--- src/hw/tws_regs.svh ---
`ifndef TWS_REGS_SVH
`define TWS_REGS_SVH
`define TWS_OFF_ADDR 8'h00
`define TWS_OFF_CTRL 8'h04
`define TWS_OFF_STAT 8'h08
`define TWS_OFF_DATA 8'h0c
`define TWS_OFF_SLEEP 8'h10
`define TWS_B_INT 7
`define TWS_B_ACK 6
`define TWS_B_STA 5
`define TWS_B_STO 4
`define TWS_B_WC 3
`define TWS_B_EN 2
`define TWS_B_IE 0
`define TWS_B_GCE 0
`define TWS_RST_ADDR 8'h00
`define TWS_RST_CTRL 8'h00
`define TWS_RST_DATA 8'hff
`define TWS_ST_NONE 8'hf8
`define TWS_ST_SLA_W 8'h60
`define TWS_ST_ARB_SLA_W 8'h68
`define TWS_ST_GC 8'h70
`define TWS_ST_ARB_GC 8'h78
`define TWS_ST_RX_ACK 8'h80
`define TWS_ST_RX_NACK 8'h88
`define TWS_ST_GC_ACK 8'h90
`define TWS_ST_GC_NACK 8'h98
`define TWS_ST_STOP 8'ha0
`define TWS_ST_SLA_R 8'ha8
`define TWS_ST_ARB_SLA_R 8'hb0
`define TWS_ST_TX_ACK 8'hb8
`define TWS_ST_TX_NACK 8'hc0
`define TWS_ST_TX_LAST 8'hc8
`define TWS_GC_ADDR 7'h00
`define TWS_BYTE_BITS 4'h8
`define TWS_ACK_BIT 4'h9
`endif

--- src/hw/tws_pkg.sv ---
package tws_pkg;
   typedef enum logic [2:0] {
      TWS_IDLE,
      TWS_ADDR,
      TWS_RX,
      TWS_TX,
      TWS_WAIT,
      TWS_IGNORE
   } tws_state_t;
   typedef enum logic [1:0] {
      TWS_PH_RX,
      TWS_PH_TX
   } tws_phase_t;
endpackage

--- src/hw/tws_slave.sv ---
// Chosen here: the AXI4-Lite register port and the register offsets.
`timescale 1ns/1ns
`default_nettype none
`include "tws_regs.svh"
// How it works
// - General-call byte acked: status 0x90, next byte acked per ack_enable.
// - General-call byte nacked: status 0x98, then not addressed.
// - start_req written with the flag clear after 0x88, 0x98, 0xA0, 0xC0 or 0xC8 queues a START once the bus is free.
// - STOP or repeated START while addressed: status 0xA0, then not addressed.
// - Respond to the seven-bit address in own_addr_reg upper bits.
// - gen_call_enable set answers general call 0x00, clear ignores it.
// - After address match, direction bit 1 selects transmit, else receive.
// - Acked own address sets int_flag and a valid status code.
// - Arbitration lost then addressed for read gives status 0xB0.
// - ack_enable 0 sends last byte; status 0xC0 on NACK, 0xC8 on ACK.
// - After the last byte ignore the master and keep SDA released.
// - ack_enable 0 stops address answers, bus still monitored.
// - In sleep, match and ack address, then request wake-up.
// - SCL is held low during wake-up until int_flag is cleared.
// - Received bytes are not stored in the data register while asleep; software writes still land.
// - Status codes assume prescaler bits zero; software masks them.
// - Own-address data byte nacked: status 0x88, then not addressed.
// - Own address with read: status 0xA8, software loads data first.
module tws_slave
   import tws_pkg::*;
(
   input wire logic ref_clk,
   input wire logic reset,
   input wire logic [7:0] s_axi_awaddr,
   input wire logic s_axi_awvalid,
   output logic s_axi_awready,
   input wire logic [31:0] s_axi_wdata,
   input wire logic [3:0] s_axi_wstrb,
   input wire logic s_axi_wvalid,
   output logic s_axi_wready,
   output logic [1:0] s_axi_bresp,
   output logic s_axi_bvalid,
   input wire logic s_axi_bready,
   input wire logic [7:0] s_axi_araddr,
   input wire logic s_axi_arvalid,
   output logic s_axi_arready,
   output logic [31:0] s_axi_rdata,
   output logic [1:0] s_axi_rresp,
   output logic s_axi_rvalid,
   input wire logic s_axi_rready,
   input wire logic scl_i,
   output logic scl_o,
   output logic scl_oe,
   input wire logic sda_i,
   output logic sda_o,
   output logic sda_oe,
   input wire logic arb_lost,
   input wire logic sleep_active,
   output logic wake_req,
   output logic start_go
);
   tws_state_t state_ff;
   tws_phase_t phase_ff;
   logic scl1_ff, scl2_ff, scl3_ff, sda1_ff, sda2_ff, sda3_ff;
   logic [7:0] addr_ff, ctrl_ff, stat_ff, data_ff, sr_ff, tx_ff, ardata;
   logic [3:0] cnt_ff;
   logic ack_drv_ff, ack_this_ff, last_ff, gc_ff, arb_ff, mack_ff, busy_ff, int_ff;
   logic end_ff, pend_ff, aw_ff, w_ff, bvalid_ff, rvalid_ff;
   logic [7:0] aw_addr_ff, w_data_ff, nxt_code;
   logic [1:0] bresp_ff, rresp_ff;
   logic [31:0] rdata_ff;
   logic rise, fall, start_det, stop_det, en, wr_en, sw_clr, hw_set, hw_end;
   logic match_own, match_gc, match, addressed;

   // Edges only from the second and third stages
   always_ff @(posedge ref_clk) begin
      if (reset) begin
         {scl1_ff, scl2_ff, scl3_ff} <= 3'h7;
         {sda1_ff, sda2_ff, sda3_ff} <= 3'h7;
      end else begin
         {scl1_ff, scl2_ff, scl3_ff} <= {scl_i, scl1_ff, scl2_ff};
         {sda1_ff, sda2_ff, sda3_ff} <= {sda_i, sda1_ff, sda2_ff};
      end
   end
   assign rise = scl2_ff && !scl3_ff;
   assign fall = !scl2_ff && scl3_ff;
   assign start_det = scl2_ff && scl3_ff && sda3_ff && !sda2_ff;
   assign stop_det = scl2_ff && scl3_ff && !sda3_ff && sda2_ff;
   assign en = ctrl_ff[`TWS_B_EN];
   assign addressed = state_ff inside {TWS_RX, TWS_TX, TWS_WAIT};
   assign match_own = sr_ff[7:1] == addr_ff[7:1];
   assign match_gc = sr_ff[7:1] == `TWS_GC_ADDR && !sr_ff[0] && addr_ff[`TWS_B_GCE];
   assign match = (match_own || match_gc) && ctrl_ff[`TWS_B_ACK];

   // AXI4-Lite: address and data taken in either order
   assign s_axi_awready = !aw_ff && !bvalid_ff;
   assign s_axi_wready = !w_ff && !bvalid_ff;
   assign wr_en = aw_ff && w_ff && !bvalid_ff;
   assign s_axi_arready = !rvalid_ff;
   assign s_axi_bvalid = bvalid_ff;
   assign s_axi_bresp = bresp_ff;
   assign s_axi_rvalid = rvalid_ff;
   assign s_axi_rdata = rdata_ff;
   assign s_axi_rresp = rresp_ff;
   assign sw_clr = wr_en && aw_addr_ff == `TWS_OFF_CTRL && w_data_ff[`TWS_B_INT];

   always_ff @(posedge ref_clk) begin
      if (reset) begin
         aw_ff <= 1'b0;
         w_ff <= 1'b0;
         bvalid_ff <= 1'b0;
         aw_addr_ff <= 8'h00;
         w_data_ff <= 8'h00;
         bresp_ff <= 2'h0;
      end else begin
         if (s_axi_awvalid && s_axi_awready) begin
            aw_ff <= 1'b1;
            aw_addr_ff <= s_axi_awaddr;
         end
         if (s_axi_wvalid && s_axi_wready) begin
            w_ff <= 1'b1;
            // Only the low lane carries register bits
            w_data_ff <= s_axi_wstrb[0] ? s_axi_wdata[7:0] : 8'h00;
         end
         if (wr_en) begin
            aw_ff <= 1'b0;
            w_ff <= 1'b0;
            bvalid_ff <= 1'b1;
            bresp_ff <= (aw_addr_ff > `TWS_OFF_SLEEP || aw_addr_ff[1:0] != 2'h0) ? 2'h2 : 2'h0;
         end else if (bvalid_ff && s_axi_bready) begin
            bvalid_ff <= 1'b0;
         end
      end
   end

   always_comb begin
      unique case (s_axi_araddr)
         `TWS_OFF_ADDR: ardata = addr_ff;
         `TWS_OFF_CTRL: ardata = {int_ff, ctrl_ff[6:0]};
         `TWS_OFF_STAT: ardata = int_ff ? stat_ff : `TWS_ST_NONE;
         `TWS_OFF_DATA: ardata = data_ff;
         `TWS_OFF_SLEEP: ardata = {6'h00, pend_ff, wake_req};
         default: ardata = 8'h00;
      endcase
   end

   always_ff @(posedge ref_clk) begin
      if (reset) begin
         rvalid_ff <= 1'b0;
         rdata_ff <= 32'h0000_0000;
         rresp_ff <= 2'h0;
      end else if (s_axi_arvalid && s_axi_arready) begin
         rvalid_ff <= 1'b1;
         rdata_ff <= {24'h00_0000, ardata};
         rresp_ff <= (s_axi_araddr > `TWS_OFF_SLEEP || s_axi_araddr[1:0] != 2'h0) ? 2'h2 : 2'h0;
      end else if (rvalid_ff && s_axi_rready) begin
         rvalid_ff <= 1'b0;
      end
   end

   always_ff @(posedge ref_clk) begin
      if (reset) begin
         addr_ff <= `TWS_RST_ADDR;
         ctrl_ff <= `TWS_RST_CTRL;
      end else if (wr_en && aw_addr_ff == `TWS_OFF_ADDR) begin
         addr_ff <= w_data_ff;
      end else if (wr_en && aw_addr_ff == `TWS_OFF_CTRL) begin
         ctrl_ff <= {1'b0, w_data_ff[6:4], ctrl_ff[`TWS_B_WC], w_data_ff[2:0]};
      end else if (wr_en && aw_addr_ff == `TWS_OFF_DATA && int_ff == 1'b0) begin
         ctrl_ff[`TWS_B_WC] <= 1'b1;
      end
   end

   // Status events from the serial side
   always_comb begin
      hw_set = 1'b0;
      hw_end = 1'b0;
      nxt_code = `TWS_ST_NONE;
      if ((start_det || stop_det) && addressed) begin
         hw_set = 1'b1;
         hw_end = 1'b1;
         nxt_code = `TWS_ST_STOP;
      end else if (fall && cnt_ff == `TWS_ACK_BIT) begin
         hw_set = 1'b1;
         unique case (state_ff)
            TWS_ADDR: begin
               if (sr_ff[0]) begin
                  nxt_code = arb_ff ? `TWS_ST_ARB_SLA_R : `TWS_ST_SLA_R;
               end else if (match_gc) begin
                  nxt_code = arb_ff ? `TWS_ST_ARB_GC : `TWS_ST_GC;
               end else begin
                  nxt_code = arb_ff ? `TWS_ST_ARB_SLA_W : `TWS_ST_SLA_W;
               end
            end
            TWS_RX: begin
               hw_end = !ack_this_ff;
               if (gc_ff) begin
                  nxt_code = ack_this_ff ? `TWS_ST_GC_ACK : `TWS_ST_GC_NACK;
               end else begin
                  nxt_code = ack_this_ff ? `TWS_ST_RX_ACK : `TWS_ST_RX_NACK;
               end
            end
            TWS_TX: begin
               hw_end = mack_ff || last_ff;
               if (mack_ff) begin
                  nxt_code = `TWS_ST_TX_NACK;
               end else begin
                  nxt_code = last_ff ? `TWS_ST_TX_LAST : `TWS_ST_TX_ACK;
               end
            end
            default: hw_set = 1'b0;
         endcase
      end
   end

   // A set in the clearing cycle wins
   always_ff @(posedge ref_clk) begin
      if (reset) begin
         int_ff <= 1'b0;
         stat_ff <= `TWS_ST_NONE;
         end_ff <= 1'b0;
      end else if (hw_set) begin
         int_ff <= 1'b1;
         stat_ff <= nxt_code;
         end_ff <= hw_end;
      end else if (sw_clr) begin
         int_ff <= 1'b0;
      end
   end

   // Queued START waits for a free bus
   always_ff @(posedge ref_clk) begin
      if (reset) begin
         pend_ff <= 1'b0;
         busy_ff <= 1'b0;
      end else begin
         if (start_det) begin
            busy_ff <= 1'b1;
         end else if (stop_det) begin
            busy_ff <= 1'b0;
         end
         if (sw_clr && int_ff && end_ff && w_data_ff[`TWS_B_STA] && !w_data_ff[`TWS_B_STO]) begin
            pend_ff <= 1'b1;
         end else if (start_go) begin
            pend_ff <= 1'b0;
         end
      end
   end
   assign start_go = pend_ff && !busy_ff && en;

   always_ff @(posedge ref_clk) begin
      if (reset) begin
         data_ff <= `TWS_RST_DATA;
      end else if (wr_en && aw_addr_ff == `TWS_OFF_DATA && int_ff) begin
         data_ff <= w_data_ff;
      end else if (state_ff == TWS_RX && fall && cnt_ff == `TWS_ACK_BIT && !sleep_active) begin
         data_ff <= sr_ff;
      end
   end

   always_ff @(posedge ref_clk) begin
      if (reset) begin
         arb_ff <= 1'b0;
      end else if (arb_lost) begin
         arb_ff <= 1'b1;
      end else if (stop_det || (state_ff == TWS_ADDR && fall && cnt_ff == `TWS_ACK_BIT)) begin
         arb_ff <= 1'b0;
      end
   end

   always_ff @(posedge ref_clk) begin
      if (reset || !en) begin
         state_ff <= TWS_IDLE;
         phase_ff <= TWS_PH_RX;
         cnt_ff <= 4'h0;
         sr_ff <= 8'h00;
         tx_ff <= 8'hff;
         ack_drv_ff <= 1'b0;
         ack_this_ff <= 1'b0;
         last_ff <= 1'b0;
         gc_ff <= 1'b0;
         mack_ff <= 1'b1;
      end else if (stop_det) begin
         state_ff <= TWS_IDLE;
         ack_drv_ff <= 1'b0;
      end else if (start_det) begin
         state_ff <= TWS_ADDR;
         cnt_ff <= 4'h0;
         ack_drv_ff <= 1'b0;
      end else if (state_ff == TWS_WAIT) begin
         if (sw_clr) begin
            state_ff <= phase_ff == TWS_PH_TX ? TWS_TX : TWS_RX;
            ack_this_ff <= w_data_ff[`TWS_B_ACK];
            last_ff <= !w_data_ff[`TWS_B_ACK];
            tx_ff <= data_ff;
         end
      end else if (state_ff inside {TWS_ADDR, TWS_RX, TWS_TX}) begin
         if (rise && cnt_ff < `TWS_BYTE_BITS) begin
            sr_ff <= {sr_ff[6:0], sda2_ff};
            cnt_ff <= cnt_ff + 4'h1;
         end else if (rise && cnt_ff == `TWS_BYTE_BITS) begin
            mack_ff <= sda2_ff;
            cnt_ff <= `TWS_ACK_BIT;
         end else if (fall && cnt_ff != 4'h0 && cnt_ff < `TWS_BYTE_BITS) begin
            tx_ff <= {tx_ff[6:0], 1'b1};
         end else if (fall && cnt_ff == `TWS_BYTE_BITS) begin
            if (state_ff == TWS_ADDR && !match) begin
               state_ff <= TWS_IGNORE;
            end
            ack_drv_ff <= (state_ff == TWS_ADDR && match) || (state_ff == TWS_RX && ack_this_ff);
         end else if (fall && cnt_ff == `TWS_ACK_BIT) begin
            ack_drv_ff <= 1'b0;
            cnt_ff <= 4'h0;
            if (state_ff == TWS_ADDR) begin
               gc_ff <= !match_own;
               phase_ff <= sr_ff[0] ? TWS_PH_TX : TWS_PH_RX;
               state_ff <= TWS_WAIT;
            end else begin
               state_ff <= hw_end ? TWS_IGNORE : TWS_WAIT;
            end
         end
      end
   end

   // Open-drain lines only ever pull low
   assign scl_o = 1'b0;
   assign sda_o = 1'b0;
   assign scl_oe = state_ff == TWS_WAIT && int_ff;
   assign sda_oe = ack_drv_ff || (state_ff == TWS_TX && cnt_ff < `TWS_BYTE_BITS && !tx_ff[7]);
   assign wake_req = sleep_active && int_ff && state_ff == TWS_WAIT;

   stall_low_a: assert property (@(posedge ref_clk) disable iff (reset)
      (addressed && int_ff) |-> scl_oe)
      else $error("scl not held while flag set");
   stop_status_a: assert property (@(posedge ref_clk) disable iff (reset)
      (stop_det && addressed && en) |=> (int_ff && stat_ff == `TWS_ST_STOP && state_ff == TWS_IDLE))
      else $error("stop while addressed not reported");
   clear_resume_a: assert property (@(posedge ref_clk) disable iff (reset)
      (state_ff == TWS_WAIT && sw_clr && !hw_set && en && !start_det && !stop_det)
      |=> (!int_ff && state_ff inside {TWS_RX, TWS_TX}))
      else $error("resume after clear failed");
   no_ack_a: assert property (@(posedge ref_clk) disable iff (reset)
      (state_ff == TWS_ADDR && fall && cnt_ff == `TWS_BYTE_BITS && !ctrl_ff[`TWS_B_ACK] && en)
      |=> (state_ff == TWS_IGNORE && !ack_drv_ff))
      else $error("address answered with ack disabled");
   ignore_rel_a: assert property (@(posedge ref_clk) disable iff (reset)
      (state_ff == TWS_IGNORE) |-> !sda_oe)
      else $error("sda driven when not addressed");
   last_byte_a: assert property (@(posedge ref_clk) disable iff (reset)
      (state_ff == TWS_TX && fall && cnt_ff == `TWS_ACK_BIT && last_ff && !mack_ff && en
      && !start_det && !stop_det) |=> (stat_ff == `TWS_ST_TX_LAST && state_ff == TWS_IGNORE))
      else $error("last byte status wrong");
   read_dir_a: assert property (@(posedge ref_clk) disable iff (reset)
      (state_ff == TWS_ADDR && fall && cnt_ff == `TWS_ACK_BIT && en && !start_det && !stop_det)
      |=> (phase_ff == (sr_ff[0] ? TWS_PH_TX : TWS_PH_RX) && int_ff))
      else $error("direction not selected");
   start_free_a: assert property (@(posedge ref_clk) disable iff (reset)
      start_go |=> (!pend_ff && !start_go))
      else $error("queued start issued twice");
   wake_a: assert property (@(posedge ref_clk) disable iff (reset)
      (sleep_active && $rose(int_ff) && state_ff == TWS_WAIT) |-> wake_req)
      else $error("no wake request");

   tx_path_c: cover property (@(posedge ref_clk) stat_ff == `TWS_ST_TX_ACK && int_ff);
   gc_rx_c: cover property (@(posedge ref_clk) stat_ff == `TWS_ST_GC_ACK && int_ff);
   stop_c: cover property (@(posedge ref_clk) stat_ff == `TWS_ST_STOP && int_ff);
   queued_c: cover property (@(posedge ref_clk) start_go);
endmodule
`default_nettype wire

--- config.mk ---
export PLATFORM = sky130hd
export DESIGN_NAME = tws_slave
export DESIGN_NICKNAME = d
export VERILOG_FILES = /design/src/hw/tws_pkg.sv /design/src/hw/tws_slave.sv
export VERILOG_INCLUDE_DIRS = /design/src /design/src/hw
export SDC_FILE = /design/constraint.sdc
export NUM_CORES = 1
export LEC_CHECK = 0
export ABC_AREA = 1
export BUFFER_PORTS_ARGS = -buffer_cell sky130_fd_sc_hd__buf_4
export CORE_ASPECT_RATIO = 0.9
export CORE_MARGIN = 2
export CORE_UTILIZATION = 52
export CTS_BUF_LIST = sky130_fd_sc_hd__clkbuf_4 sky130_fd_sc_hd__clkbuf_8
export CTS_CLUSTER_SIZE = 40
export DETAILED_ROUTE_END_ITERATION = 8
export PLACE_DENSITY = 0.78
export SLEW_MARGIN = 40
export SYNTH_ARGS = -nofsm -noshare
export SYNTH_HDL_FRONTEND = slang
export SYNTH_SLANG_ARGS = --single-unit
--- constraint.sdc ---
create_clock -name ref_clk -period 2.55 [get_ports ref_clk]
set_clock_uncertainty 0.15 [all_clocks]
set_input_delay 0.51 -clock ref_clk [delete_from_list [all_inputs] [get_ports ref_clk]]
set_output_delay 0.51 -clock ref_clk [all_outputs]
set_load 0.1 [all_outputs]
==> results of run 1 <==
==> cells in the mapped netlist (all sizes together) (12+ instances only) <==
cell type	count
nand2	142
a211oi	12
inv	74
buf	33
nor3	13
clkbuf	12
a21oi	59
nand4	12
nand3	24
dfxtp	98
nor2	64
o21ai	80
==> registers in the layout, summed over array words and instances (netlist names), 3 cells and up <==
| name | flops |
|---|---|
| addr_ff | 8 |
| aw_addr_ff | 8 |
| data_ff | 8 |
| s_axi_rdata | 8 |
| sr_ff | 8 |
| tx_ff | 8 |
| w_data_ff | 8 |
| ctrl_ff | 7 |
| stat_ff | 5 |
| cnt_ff | 4 |
| state_ff | 3 |
==> metrics by stage <==
stage                     power, mW  TNS (ps)
after CTS                      3.04         0
after global routing           3.14         0
after detailed placement       2.12         0
after global placement         2.11         0
after floorplan                2.05      -222
final                          3.03         0
==> worst min-delay path by stage <==
| stage | cells past startpoint | endpoint |
|---|---|---|
| after global placement | 1 | sda2_ff |
| final | 2 | sda1_ff |
| after global routing | 2 | scl1_ff |
| after detailed placement | 1 | scl2_ff |
| after floorplan | 1 | scl2_ff |
| after CTS | 2 | scl1_ff |
==> placed cells by master, fill, tap and decap left out, drive strengths merged, types with 2 or more instances in the layout <==
| master | n |
|---|---|
| nor2 | 64 |
| a31oi | 3 |
| o21bai | 2 |
| nor3 | 13 |
| clkinvlp | 2 |
| a211oi | 12 |
| nand4 | 12 |
| clkbuf | 12 |
| or2 | 6 |
| o211ai | 8 |
| o21ai | 80 |
| a21oi | 59 |
| ha | 3 |
| buf | 63 |
| conb | 28 |
| inv | 73 |
| nor4 | 3 |
| nand2 | 142 |
| o31ai | 2 |
| dfxtp | 98 |
| clkinv | 4 |
| nand3 | 24 |
==> area by class of cell <==
class / count / area, um2
Inverter: 77 / 294
Fill cell: 814 / 3300
Clock inverter: 2 / 12.5
Multi-Input combinational cell: 467 / 2320
Sequential cell: 98 / 1960
Timing Repair Buffer: 63 / 485
Tap cell: 119 / 149
Clock buffer: 12 / 165
==> routing by layer <==
layer	GRT usage [%]	share of wire, %	vias to the layer above
met2	40.9	45	173
met4	8.78	1.9	0
met5	0	0	-
met3	5.31	8.0	19
met1	34.5	45	2029
li1	-	-	2236
==> power by group <==
| part | switching [mW] | internal [mW] | leakage (nW) |
|---|---|---|---|
| clock network | 0.517 | 0.423 | 0.0903 |
| registers | 0.0330 | 1.57 | 0.797 |
| logic | 0.382 | 0.0991 | 1.51 |
==> cells by family after synthesis <==
group	after synthesis	synth area share, %
buf+inv	122	12.0
xor+xnor	2	0.371
compound gates	169	19.8
simple gates	265	25.4
flops	98	41.5
other cells	1	0.0794
fa+ha+maj	3	0.794
==> metrics.txt, run 1 <==
outcome=complete, no violations; syn avg cell area=7.16 um2; RSZ-0062 raised after global routing=no; Post-DP HPWL=8990 um; crit path from=state_ff[2]; Crit Path Category=register to output pin; Levels on crit path=5; synth warn=0; pre-CTS setup slack=460 ps; VDD IR max=0.361 mV; initial core utilization=54.4%; Hold Slack=183 ps; Synth Register Bits=98; Setup crit end=wake_req; power density cells=562 mW/mm2; I/O Pins=110; share of layout cells above drive strength 1=17.8%; Synth area leader=dfxtp_1; Via density=5.32; htree depth=3; Die Wd=roughly 100 um; Hold WC Path Type=input pin to register; clk buf depth=2; # hold bufs at CTS=0; crit path time final=2420 ps; maximum number of pins on one net before global-route repair=30; post-route cell area=0.00539 mm2; Placed Instances=824; Worst-path clk slew=approximately 90 ps; max incr delay on CP=roughly 440 ps; routability congestion estimate=about 0.95; Final Max Slew Viols=0; Port-buffer cells=54; Critical Path Fanout Max=6; Yosys top cell area share=41.5%; EDFF count, synth=0; Nets=~780; Pleak=2.40 nW; CTS Root Cell=clkbuf_8; ant diodes=0; post-synthesis async set-or-reset flop share=0%; first-pass GRT wire length=19800 um; Post-Synthesis Cell Area=between 0.004 and 0.005 mm2; post-route setup slack=126 ps; Final setup viols=0; f_max=between 0.4 and 0.5 GHz; drt total wl=11900 um; CTS Buf Count=9; grt total ovfl=0; per-cell routed wire length=14.2 um; Detailed Route Iter0 Violations=425; Buf/Inv on CP=3; CTS sink count=98; Req. time, crit path=1890 ps; vias in the first global route=4078; CTS tree=built; crit share post-route=95.0%; initial antenna violation count=0; DRC Markers=0; first drt pass iteration count=4; Syn-to-layout area delta=14.0%; reg2reg start=cnt_ff[0]; reg2reg setup slack=about 430 ps; count of different cell masters after synthesis=42; CP most frequent cell=inv_1; top post-synthesis cells by area=dfxtp_1 (42%), nand2_1 (11%), a21oi_1 (6.2%), o21ai_0 (5.2%), inv_1 (4.7%); cell count after synthesis=660; ANT nets after route=0; Crit-path slowest cell=dfxtp_1; core area=0.00869 mm2; relative slew slack=approximately 61%; WP data arrival=between 1500 and 2000 ps; Worst R2R Path Depth=11; cell row count=32; post-synthesis sequential area ratio=41.5%; GR Util All Layers=25.5%; latest clock arrival within the worst-skew pair=370 ps; ys flop type=dfxtp_1; post-route core utilization=~62%; Max-Cap Viols=0; Setup Fix Bufs, Post-CTS=0; crit-path cells=inv_1 -> nor3_4 -> inv_1 -> nor2_2 -> buf_4; Cell Area, Placed=0.00521 mm2; RR Endpoint=tx_ff[5]; Least-Margin Pin Slew=577 ps; die area=0.00987 mm2; Final Non-Filler Cells=between 800 and 900; Critical Path Start Type=register; DIE HEIGHT=94.4 um; family with the most delay on the worst path=buffers and inverters; Final Hold Fails=0; hold path startpoint=sda_i; CP Capture Type=output pin; Post-CTS Resized=0; vias=~4500
No activity file was read; power rests on OpenSTA's default activity.
==> inputs of run 2 (changes only) <==
- CORE_MARGIN: 2 -> default
==> metrics.txt, run 2 (synthesized netlist as in run 1, its figures left out) <==
f_max=0.409 GHz; vias in the first global route=about 4100; DIE HEIGHT=92.4 um; Critical Path Fanout Max=6; most frequent cells in the layout=nand2_1 (138), dfxtp_1 (97), buf_4 (62); RSZ-0062 raised after global routing=no; Final Max Slew Viols=0; Hold Slack=around 180 ps; Pleak=2.41 nW; ANT nets after route=0; # hold bufs at CTS=0; clk buf depth=2; first drt pass iteration count=5; total power=3.11 mW; Final Hold Fails=0; initial core utilization=54.4%; first-pass GRT wire length=between 15000 and 20000 um; Via density=5.37; CTS sink count=98; ant diodes=0; CTS Root Cell=clkbuf_8; Least-Margin Pin Slew=598 ps; pre-CTS setup slack=423 ps; Max-Cap Viols=0; core area=0.00869 mm2; CTS Buf Count=9; Syn-to-layout area delta=14.4%; maximum number of pins on one net before global-route repair=30; I/O Pins=110; fillers=805; Req. time, crit path=1890 ps; crit share post-route=roughly 96%; DRC Markers=0; vias=4511; htree depth=3; Nets=782; post-route core utilization=a little over 60%; routability congestion estimate=0.927; CTS tree=built; die area=0.00947 mm2; VDD IR max=0.293 mV; Detailed Route Iter0 Violations=276; GR Util All Layers=26.8%; WP data arrival=about 1800 ps; outcome=complete, no violations; Final setup viols=0; Setup TNS=0 ps; drt total wl=roughly 12000 um; initial antenna violation count=0; share of layout cells above drive strength 1=18.0%; Crit Path Category=register to output pin; cell row count=32; Setup Fix Bufs, Post-CTS=0; Die Wd=102 um; post-route setup slack=108 ps; Port-buffer cells=54; most common cell after layout, fill and taps aside=nand2_1; power density cells=575 mW/mm2; crit path time final=2440 ps; Hold WC Path Type=input pin to register; per-cell routed wire length=14.4 um; grt total ovfl=0; Post-DP HPWL=9160 um; relative slew slack=about three fifths; latest clock arrival within the worst-skew pair=360 ps; Post-CTS Resized=0; Worst-path clk slew=100 ps; Critical Path Start Type=register; CP Capture Type=output pin
==> run 2: path summary, 6_finish.rpt <==
path,from,to,slack (ps),cells after the start
setup / recovery,state_ff[2],scl_oe,110,5
hold / removal,scl_i,scl1_ff,180,2
setup reg to reg,cnt_ff[0],tx_ff[0],370,11
hold reg to reg,sda1_ff,sda2_ff,270,1
==> run 2: critical path, cell delays in order (launching register included) <==
cell	delay, ps
dfxtp_1	450
inv_1	110
nor3_4	240
inv_1	160
nor2_2	140
buf_4	310
==> run 2: final cells by class <==
class | count | area, um2 | share of cell area, %
Clock inverter | 6 | 65.1 | 1.20
Clock buffer | 10 | 131 | 2.43
Tap cell | 119 | 149 | 2.75
Timing Repair Buffer | 63 | 485 | 8.98
Inverter | 77 | 294 | 5.44
Sequential cell | 98 | 1960 | 36.3
Multi-Input combinational cell | 467 | 2320 | 42.9
==> run 2: metrics by stage <==
stage               cells  cell area (um2)
CTS                   840             5410
finish                840             5410
global route          840             5410
detailed placement    824             5210
global placement      824             5210
floorplan             687             4850
==> run 2: report_power, final <==
part           internal [mW]  switching, mW
Clock                  0.469          0.553
Sequential              1.57         0.0332
Combinational         0.0991          0.383
==> run 2: layer usage <==
layer  track usage [%]  vias up  part of all wire, %
met5                 0        -                    0
met4              10.6        0                  2.1
met3              4.75       23                  7.8
met2              41.5      188                   45
met1              36.6     2064                   45
li1                  -     2236                    -
